==> src/logic/drc_defs.vh <==
`ifndef DRC_DEFS_VH
`define DRC_DEFS_VH
// s-curve time, 0.1 s units
`define DRC_SCURVE_MAX 12'hBB8
`define DRC_SCURVE_RST 12'h000
// slip setting, 0.1 Hz units; adder in 0.01 Hz units
`define DRC_SLIP_MAX 6'h32
`define DRC_SLIP_RST 6'h14
`define DRC_SLIP_ADD_MAX 10'h1F4
// stator drop boost, percent
`define DRC_BOOST_MAX 8'h96
// boost ceiling in 0.1 V units: 31.0 V and 15.5 V
`define DRC_BOOST_V460 9'h136
`define DRC_BOOST_V230 9'h09B
// thresholds
`define DRC_FREQ_THR_MAX 9'h190
`define DRC_CURR_THR_MAX 8'h96
// carrier in 0.1 kHz units when long leads are selected
`define DRC_CARRIER_LONG 8'h14
// output condition select codes
`define DRC_SEL_SPEED 3'h0
`define DRC_SEL_FREQ 3'h1
`define DRC_SEL_RUN 3'h2
`define DRC_SEL_FAULT 3'h3
`define DRC_SEL_ALARM 3'h4
`define DRC_SEL_CURR 3'h5
`define DRC_OUT1_RST 3'h3
`define DRC_OUT2_RST 3'h2
`endif

==> src/logic/drc_top.v <==
`timescale 1ns/1ps
// Functional notes
// - s-curve time 0 to 300.0 s, default 0
// - s-curve time used only when shaping enabled
// - ramps lengthened by s-curve time
// - s-curve stop with stop command doubles set decel time, s-curve time not added
// - long leads fix 2 kHz carrier, ring-up reduction
// - slip correction added, default 2.0, max 5.0
// - zero slip setting disables slip correction
// - applied slip readable, 0.01 Hz, 0-5 Hz
// - stator boost max 31 V or 15.5 V
// - boost setting 0-150 %, zero disables
// - relay output selectable, default faulted
// - open collector selectable, default running
// - speed reached closes when output meets command
// - frequency above threshold closes output
// - running closes output
// - fault closes output
// - alarm from five listed conditions closes output
// - current above threshold closes output
// - frequency threshold 0-400 Hz, locked while running
// - current threshold 0-150 percent
`include "drc_defs.vh"
module drc_top (
	input wire CLK_SYS,
	input wire RST_N,
	input wire CFG_WE,
	input wire [11:0] SCURVE_TIME_IN,
	input wire SCURVE_EN,
	input wire [11:0] ACCEL_TIME,
	input wire [11:0] DECEL_TIME,
	input wire STOP_SCURVE,
	input wire STOP_CMD,
	input wire LEAD_LONG_IN,
	input wire [5:0] SLIP_SET_IN,
	input wire [7:0] TORQUE_CURR,
	input wire [7:0] BOOST_SET_IN,
	input wire UNIT_460V,
	input wire [2:0] OUT1_SEL_IN,
	input wire [2:0] OUT2_SEL_IN,
	input wire [8:0] FREQ_THR_IN,
	input wire [7:0] CURR_THR_IN,
	input wire [8:0] FREQ_CMD,
	input wire [8:0] FREQ_OUT,
	input wire [7:0] CURR_OUT,
	input wire RUNNING,
	input wire FAULT,
	input wire HW_ILIM,
	input wire SW_ILIM,
	input wire OVERVOLT,
	input wire LINE_LOSS,
	input wire LOOP_LOSS,
	output reg [12:0] ACCEL_EFF,
	output reg [13:0] DECEL_EFF,
	output reg [7:0] CARRIER_SET,
	output reg CARRIER_FIXED,
	output reg RINGUP_REDUCE,
	output reg [9:0] SLIP_ADDER,
	output reg [8:0] BOOST_VOLT,
	output reg RELAY_CLOSED,
	output reg OC_CLOSED,
	output wire [11:0] SCURVE_TIME,
	output wire [5:0] SLIP_SET,
	output wire [7:0] BOOST_SET,
	output wire [8:0] FREQ_THR,
	output wire [7:0] CURR_THR,
	output wire [2:0] OUT1_SEL,
	output wire [2:0] OUT2_SEL,
	output wire LEAD_LONG
);
	reg [11:0] scurve_reg;
	reg [5:0] slip_reg;
	reg [7:0] boost_reg;
	reg [8:0] fthr_reg;
	reg [7:0] cthr_reg;
	reg [2:0] sel1_reg;
	reg [2:0] sel2_reg;
	reg lead_reg;
	reg [12:0] accel_next;
	reg [13:0] decel_next;
	reg [13:0] decel_base;
	reg [9:0] slip_next;
	reg [17:0] slip_prod;
	reg [8:0] boost_next;
	reg [24:0] boost_prod;
	reg [8:0] boost_cap;
	wire alarm_any;
	wire [5:0] cond_vec;
	wire [1:0] out_vec;

	// evaluates one selected output condition
	function sel_cond;
		input [2:0] sel;
		input [5:0] cv;
		begin
			case (sel)
				`DRC_SEL_SPEED: sel_cond = cv[0];
				`DRC_SEL_FREQ: sel_cond = cv[1];
				`DRC_SEL_RUN: sel_cond = cv[2];
				`DRC_SEL_FAULT: sel_cond = cv[3];
				`DRC_SEL_ALARM: sel_cond = cv[4];
				`DRC_SEL_CURR: sel_cond = cv[5];
				default: sel_cond = 1'b0;
			endcase
		end
	endfunction

	// settings; out-of-range writes are dropped whole rather than clipped
	always @(posedge CLK_SYS) begin
		if (!RST_N) begin
			scurve_reg <= `DRC_SCURVE_RST;
			slip_reg <= `DRC_SLIP_RST;
			boost_reg <= 8'h00;
			fthr_reg <= 9'h000;
			cthr_reg <= 8'h00;
			sel1_reg <= `DRC_OUT1_RST;
			sel2_reg <= `DRC_OUT2_RST;
			lead_reg <= 1'b0;
		end else if (CFG_WE) begin
			if (SCURVE_TIME_IN <= `DRC_SCURVE_MAX)
				scurve_reg <= SCURVE_TIME_IN;
			if (SLIP_SET_IN <= `DRC_SLIP_MAX)
				slip_reg <= SLIP_SET_IN;
			if (BOOST_SET_IN <= `DRC_BOOST_MAX)
				boost_reg <= BOOST_SET_IN;
			if (!RUNNING && FREQ_THR_IN <= `DRC_FREQ_THR_MAX)
				fthr_reg <= FREQ_THR_IN;
			if (CURR_THR_IN <= `DRC_CURR_THR_MAX)
				cthr_reg <= CURR_THR_IN;
			if (OUT1_SEL_IN <= `DRC_SEL_CURR)
				sel1_reg <= OUT1_SEL_IN;
			if (OUT2_SEL_IN <= `DRC_SEL_CURR)
				sel2_reg <= OUT2_SEL_IN;
			lead_reg <= LEAD_LONG_IN;
		end
	end

	// ramp times; operator keeps s-curve time within ramp times, not checked
	always @* begin
		accel_next = {1'b0, ACCEL_TIME};
		decel_base = {2'b00, DECEL_TIME};
		if (SCURVE_EN) begin
			accel_next = {1'b0, ACCEL_TIME} + {1'b0, scurve_reg};
			decel_base = {2'b00, DECEL_TIME} + {2'b00, scurve_reg};
		end
		decel_next = decel_base;
		if (STOP_SCURVE && STOP_CMD)
			decel_next = {DECEL_TIME, 1'b0} + 14'h0000;
	end

	// compensation: torque current scales setting; full scale is 8'hFF
	always @* begin
		slip_prod = {12'h000, slip_reg} * {10'h000, TORQUE_CURR};
		slip_next = slip_prod[17:8] * 10'h00A; // 0.1 Hz to 0.01 Hz
		if (slip_reg == 6'h00)
			slip_next = 10'h000;
		else if (slip_next > `DRC_SLIP_ADD_MAX)
			slip_next = `DRC_SLIP_ADD_MAX;
		boost_cap = UNIT_460V ? `DRC_BOOST_V460 : `DRC_BOOST_V230;
		boost_prod = {16'h0000, boost_cap} * {17'h00000, boost_reg} * {17'h00000, TORQUE_CURR};
		boost_next = boost_prod[24:16];
		if (boost_next > boost_cap)
			boost_next = boost_cap;
		if (boost_reg == 8'h00)
			boost_next = 9'h000;
	end

	assign alarm_any = HW_ILIM | SW_ILIM | OVERVOLT | LINE_LOSS | LOOP_LOSS;
	assign cond_vec[0] = (FREQ_OUT >= FREQ_CMD);
	assign cond_vec[1] = (FREQ_OUT > fthr_reg);
	assign cond_vec[2] = RUNNING;
	assign cond_vec[3] = FAULT;
	assign cond_vec[4] = alarm_any;
	assign cond_vec[5] = (CURR_OUT > cthr_reg);

	// one evaluator per output
	genvar gi;
	generate
		for (gi = 0; gi < 2; gi = gi + 1) begin : g_out
			assign out_vec[gi] = sel_cond(gi == 0 ? sel1_reg : sel2_reg, cond_vec);
		end
	endgenerate

	// registered results, refreshed every cycle; power transitions are outside this logic
	always @(posedge CLK_SYS) begin
		if (!RST_N) begin
			ACCEL_EFF <= 13'h0000;
			DECEL_EFF <= 14'h0000;
			CARRIER_SET <= 8'h00;
			CARRIER_FIXED <= 1'b0;
			RINGUP_REDUCE <= 1'b0;
			SLIP_ADDER <= 10'h000;
			BOOST_VOLT <= 9'h000;
			RELAY_CLOSED <= 1'b0;
			OC_CLOSED <= 1'b0;
		end else begin
			ACCEL_EFF <= accel_next;
			DECEL_EFF <= decel_next;
			CARRIER_SET <= lead_reg ? `DRC_CARRIER_LONG : 8'h00;
			CARRIER_FIXED <= lead_reg;
			RINGUP_REDUCE <= lead_reg;
			SLIP_ADDER <= slip_next;
			BOOST_VOLT <= boost_next;
			RELAY_CLOSED <= out_vec[0];
			OC_CLOSED <= out_vec[1];
		end
	end

	assign SCURVE_TIME = scurve_reg;
	assign SLIP_SET = slip_reg;
	assign BOOST_SET = boost_reg;
	assign FREQ_THR = fthr_reg;
	assign CURR_THR = cthr_reg;
	assign OUT1_SEL = sel1_reg;
	assign OUT2_SEL = sel2_reg;
	assign LEAD_LONG = lead_reg;
endmodule

==> config.mk <==
export PLATFORM = sky130hd
export DESIGN_NAME = drc_top
export DESIGN_NICKNAME = d
export VERILOG_FILES = /design/src/logic/drc_top.v
export VERILOG_INCLUDE_DIRS = /design/src /design/src/logic
export SDC_FILE = /design/constraint.sdc
export NUM_CORES = 1
export LEC_CHECK = 0
export BUFFER_PORTS_ARGS = -buffer_cell sky130_fd_sc_hd__buf_2
export CAP_MARGIN = 20
export CORE_MARGIN = 2
export CORE_UTILIZATION = 35
export CTS_CLUSTER_SIZE = 25
export DETAILED_ROUTE_END_ITERATION = 12
export PLACE_DENSITY = 0.51
export SYNTH_ARGS = -nofsm -noshare
export SYNTH_HDL_FRONTEND = slang
export SYNTH_SLANG_ARGS = --single-unit
==> constraint.sdc <==
create_clock -name CLK_SYS -period 16.85 [get_ports CLK_SYS]
set_input_delay 1.685 -clock CLK_SYS [delete_from_list [all_inputs] [get_ports CLK_SYS]]
set_output_delay 1.685 -clock CLK_SYS [all_outputs]
set_load 0.01 [all_outputs]
; After elaboration in Yosys (flattened, before gate mapping)
; Index checks and enable logic that the tools add are counted.
[word_totals]
wordCells = 83
ff_bits = 107
output_inout_bits = 108
in_bits = 122
[classes]
bitwise_logic = 6
add_sub_neg = 2
n_mul = 4
n_reduce_logical = 20
mux = 9
n_eq_ne = 10
magnitude_cmp = 12
[ops]
columns = operator, count
row1 = $mux W9, 3
row2 = $add A12 B12 Y13, 2
row3 = $mux W13, 2
row4 = $mul A17 B8 Y25, 1
row5 = $gt A9 B9 Y1, 2
row6 = $mul A9 B8 Y17, 1
row7 = $le A8 B8 Y1 const B, 2
row8 = $reduce_and A2 Y1, 8
row9 = $mul A6 B8 Y14, 1
row10 = $eq A3 B2 Y1 const B, 4
row11 = $eq A3 B3 Y1 const B, 4
row12 = $le A12 B12 Y1 const B, 1
row13 = $mux W12, 1
row14 = $pmux W1 S6, 2
row15 = $gt A10 B9 Y1 const B, 1
row16 = $ge A9 B9 Y1, 1
row17 = $le A9 B9 Y1 const B, 1
row18 = $mul A6 B3 Y9 const B, 1
row19 = $gt A8 B8 Y1, 1
row20 = $logic_not A8 Y1, 1
row21 = $eq A3 B1 Y1 const B, 2
row22 = $le A3 B3 Y1 const B, 2
row23 = $le A6 B6 Y1 const B, 1
row24 = $logic_not A3 Y1, 2
row25 = other kinds (8), 16

; Logic depth before layout (Yosys ltp)
[logic_depth]
ltp_word = 5
depth_mapped = 44
ltp_nobuf = 43

; Worst setup path after synthesis
; OpenSTA, ideal clock, no wires.
[synth_timing]
kind = in2reg
startpoint = input port UNIT_460V
endpoint = register BOOST_VOLT[0]
t_arrival_ps = 11368
t_required_ps = 16729
setup_time_ps = 121
path_slack_ps = 5361
path_buffers = 2
stages = 40
path_cell_list = clkbuf_1 > nand2_1 > fa_1 > fa_1 > inv_1 > fa_1 > inv_1 > fa_1 > inv_1 > ha_1 > inv_1 > o21bai_1 > a21oi_1 > o21bai_1 > a211oi_1 > o21ai_0 > o211ai_1 > mux2_2 > [4 not listed] > inv_1 > fa_1 > inv_1 > ha_1 > and3_1 > nand3_1 > o21ai_0 > nor3_1 > o21ba_2 > xnor2_1 > ha_1 > nand2_1 > or4_4 > a2111oi_2 > nor3_1 > o22a_1 > buf_6 > mux2_4
[synth_between]
elab_chain_cells = 5
[synth_rtl]
columns = item, line
row1 = start: declaration, drc_top.v:38  ; input wire UNIT_460V,
row2 = $mux W9 (no source line) *, n/a
row3 = $mul A9 B8 Y17, drc_top.v:160  ; boost_prod = {16'h0000, boost_cap} * {17'h00000, boost_reg} * {17'h00000, TORQUE_CURR};
row4 = $mul A17 B8 Y25, drc_top.v:160
row5 = $gt A9 B9 Y1, drc_top.v:162  ; if (boost_next > boost_cap)
row6 = $mux W9 *, drc_top.v:162
row7 = end signal: assignment, drc_top.v:203  ; BOOST_VOLT <= boost_next;
row8 = end: declaration, drc_top.v:59  ; output reg [8:0] BOOST_VOLT,
; Mark *: on every way between the ends. The rest lies on a longest branch, timed or not.
; A chain may end at the register's enable or synchronous reset.

; Final worst setup path
; Same ends and word-level chain as after synthesis.

==> out/results.env <==
OUTCOME='completed'
TOTALWIRELENGTH_MM=33.6
DRT_FIRST_PASS_ITERS=5
BUFFERS_FROM_CLOCK_ROOT_TO_SINK_AT_MOST=2
PERIOD_SHARE_PCT=72.9
MAXSLEWHEADROOM_PCT=37.7
DETAIL-ROUTE-ANTENNA-NETS=0
SYNTH_ENABLE_FLOP_CELLS=0
PLACED_CELLS_INCL_TAPS=2146
ROOT_DRIVER='clkbuf_16'
SEQ_AREA_FRAC_SYNTH_PCT=15.2
HOLDCRITPATHCLASS='reg2reg'
CTS_TREE='built'
TIMING.CRITICAL_PATH.ARRIVAL_NS=12.53
SYNTH_CELL_TYPE_COUNT=67
CTS_NUM_SINKS=97
WORST_SETUP_PATH_START_KIND='input port'
SYNTH.TOP_CELLS.BY_AREA='fa_1 (23%), ha_1 (16%), dfxtp_1 (15%)'
DIE_HEIGHT_UM=195
WORSTSETUPENDPOINTTYPE='flip-flop'
SYNTHTOLAYOUTAREAGROWTH_PCT=14.0
CPMOSTUSEDCELL='fa_1'
GLOBAL_ROUTE.OVERFLOW_TOTAL=0
FINAL_COMMON_CELL='inv_1'
ANTENNA_FOUND_INITIAL=1
SETUP-VIOLATIONS-FINAL=0
POST-CTS-SETUP-BUFFERS=0
TIMING.CRITICAL_PATH.SLOWEST_STAGE_CELL='xor2_1'
CTS_HOLD_BUFFERS=0
INSERTION_DELAY_NS=0.36
RSZ0062_AT_GRT='no'
SYNTH_ASYNC_SR_FLOP_SHARE_PCT=0
POST_ROUTE_SETUP_TNS_NS=0
CRITICALPATHCATEGORY='in2reg'
CELL_COUNT_OF_THE_WORST_HOLD_PATH=1
CORE_UM2=35700
POST_SYNTH.CELL_AREA_AVG_UM2=8.49
GLOBALPLACE.CONGESTION=0.813
GROUTE.USAGE.OVERALL_PCT=18.4
GRT_FIRST_PASS_WIRELENGTH_MM=56.5
SYNTH_CELLS=1505
CELLLEAKAGEPOWER_nW=7.66
FIRST_GLOBAL_VIAS=11100
CLKTRANSATPATHREGS_NS=0.07
NUM_ROWS=69
CELL_ACCOUNTING_FOR_THE_MOST_SYNTHESIZED_AREA='fa_1'
CRITPATHMAXFANOUT=16
FINALMAXSLEWVIOLATIONS=0
DR_TOTAL_VIAS=10600
ROUTE.DETAILED.VIAS_PER_INST=4.88
PERIOD_NEEDED_NS=12.28
DETAILED_PLACE_HPWL_MM=27.4
WORST-R2R-CELL-COUNT=40
REPORT.FINAL.HOLD_VIOL_COUNT=0
WIRE_PER_INST_UM=15.5
MOST-COMMON-LAYOUT-CELLS='inv_1 (245), buf_2 (221), ha_1 (167)'
IR_WORST_VDD_uV=126
DIE_AREA_UM2=38000
CTS_INSERTED_BUFFERS=9
WORSTMARGINPINSLEW_NS=0.928
DOMINANTREGCELLSYNTH='dfxtp_1'
DRT_DRC_VIOLATIONS_LEFT=0
MAX_FREQ_MHz=81.4
NETLIST.AREA_LEADER.SHARE_PCT=22.6
IO_BUFFER_COUNT=221
DRT-INITIAL-DRC-COUNT=387
P_PER_AREA_nW_PER_UM2=127
FINALNONFILLERCELLS=2164
PIN_COUNT_OF_THE_BIGGEST_NET_ENTERING_GLOBAL_ROUTING=61
FIN_SKEW_NS=0.0112
CRITICAL_PATH_REQUIRED_NS=17.10
HTREEDEPTH=3
YS.WARNINGS.COUNT=0
FLOORPLAN_DIE_WIDTH_UM=195
SYNTH-SEQ-CELLS=97
IO_PINS=230
POST_SYNTH_INSTANCE_AREA_UM2=12800
WORST_PATH_LARGEST_CELL_DELAY_NS=0.55
FINISH.NET_COUNT=2130
POSTCTS_RESIZE_CNT=0
MAX_CAP_VIOLATIONS=0
INITIAL_UTILIZATION_PCT=35.7
POST_ROUTE_CELLS_DRIVE_ABOVE_1_SHARE_PCT=15.6
## critical path: cells and delay by family
family                   cells  cell delay, ns
adder cells (fa/ha/maj)     11            5.01
AO/OA/AOI/OAI                9            2.17
AND/OR/NAND/NOR              9            1.63
buffers and inverters        9            1.01
XOR/XNOR                     2            0.69
multiplexers                 1            0.33
## power breakdown
group | switching [mW] | internal, mW
clock network | 0.0958 | 0.109
logic | 0.786 | 0.582
registers | 0.0160 | 0.259
total | 0.898 | 0.950
## through the flow
| step | total power, mW | cell area [µm²] | util (%) | hold WS (ns) | setup WS [ns] |
|---|---|---|---|---|---|
| 2_1_floorplan | 1.34 | 12800 | - | 0.495 | 5.36 |
| 3_3_place_gp | 1.66 | 14300 | 39.9 | 0.468 | 4.35 |
| 3_5_place_dp | 1.67 | 14300 | 39.9 | 0.482 | 4.19 |
| 4_1_cts | 1.89 | 14600 | 40.7 | 0.493 | 4.54 |
| 5_1_grt | 2.12 | 14600 | 40.8 | 0.504 | 3.76 |
| 6_report | 1.85 | 14600 | 40.8 | 0.492 | 4.57 |
## state kept, by name (all words and copies together) (netlist names), 6 cells and up
register and count:
ACCEL_EFF 13, BOOST_SET 8, BOOST_VOLT 9, CURR_THR 8, DECEL_EFF 13, FREQ_THR 9, SCURVE_TIME 12, SLIP_ADDER 9
SLIP_SET 6
## final timing paths
check,from,end,slack (ns)
min reg2reg,LEAD_LONG,CARRIER_SET[2],0.49
max reg2reg,BOOST_SET[4],BOOST_VOLT[0],6.09
max,UNIT_460V,BOOST_VOLT[0],4.57
min,LEAD_LONG,CARRIER_SET[2],0.49
## final cells by class
cell class | instances | area, µm²
multi-input combinational | 1115 | 9680
inverter | 249 | 935
tap | 461 | 577
clock buffer | 11 | 253
clock inverter | 5 | 37.5
fill | 3729 | 21200
sequential | 97 | 1940
timing repair buffer | 225 | 1140
antenna | 1 | 2.50
## synth_stat cells, types with 24 or more instances
library cell and count:
ha_1 167, o21ai_0 46, mux2i_1 43, nand2_1 140, dfxtp_1 97, a21oi_1 73, inv_1 245, and2_1 104
nor2_1 104, fa_1 144, clkbuf_1 41, xnor2_1 24
## cell families (layout without fill, tap and decap cells)
logic type / count (synthesis) / count (layout) / synth area share [%]
other: 2 / 16 / 0.0588
DFF: 97 / 97 / 15.2
adders and majority gates: 311 / 311 / 38.9
AOI/OAI and AO/OA: 228 / 228 / 11.5
buffers and inverters: 306 / 490 / 9.38
muxes: 49 / 49 / 4.10
xor gates and xnor gates: 39 / 39 / 2.67
and+or+nand+nor: 473 / 473 / 18.1
## routing by layer
layer	vias to the layer above	wire (µm)	GRT usage, %
met2	188	16900	33.4
li1	5269	-	-
met3	25	1590	3.35
met4	0	415	4.07
met1	5069	14700	22.7
met5	-	0	0
Power figures use the tool's default switching activity.
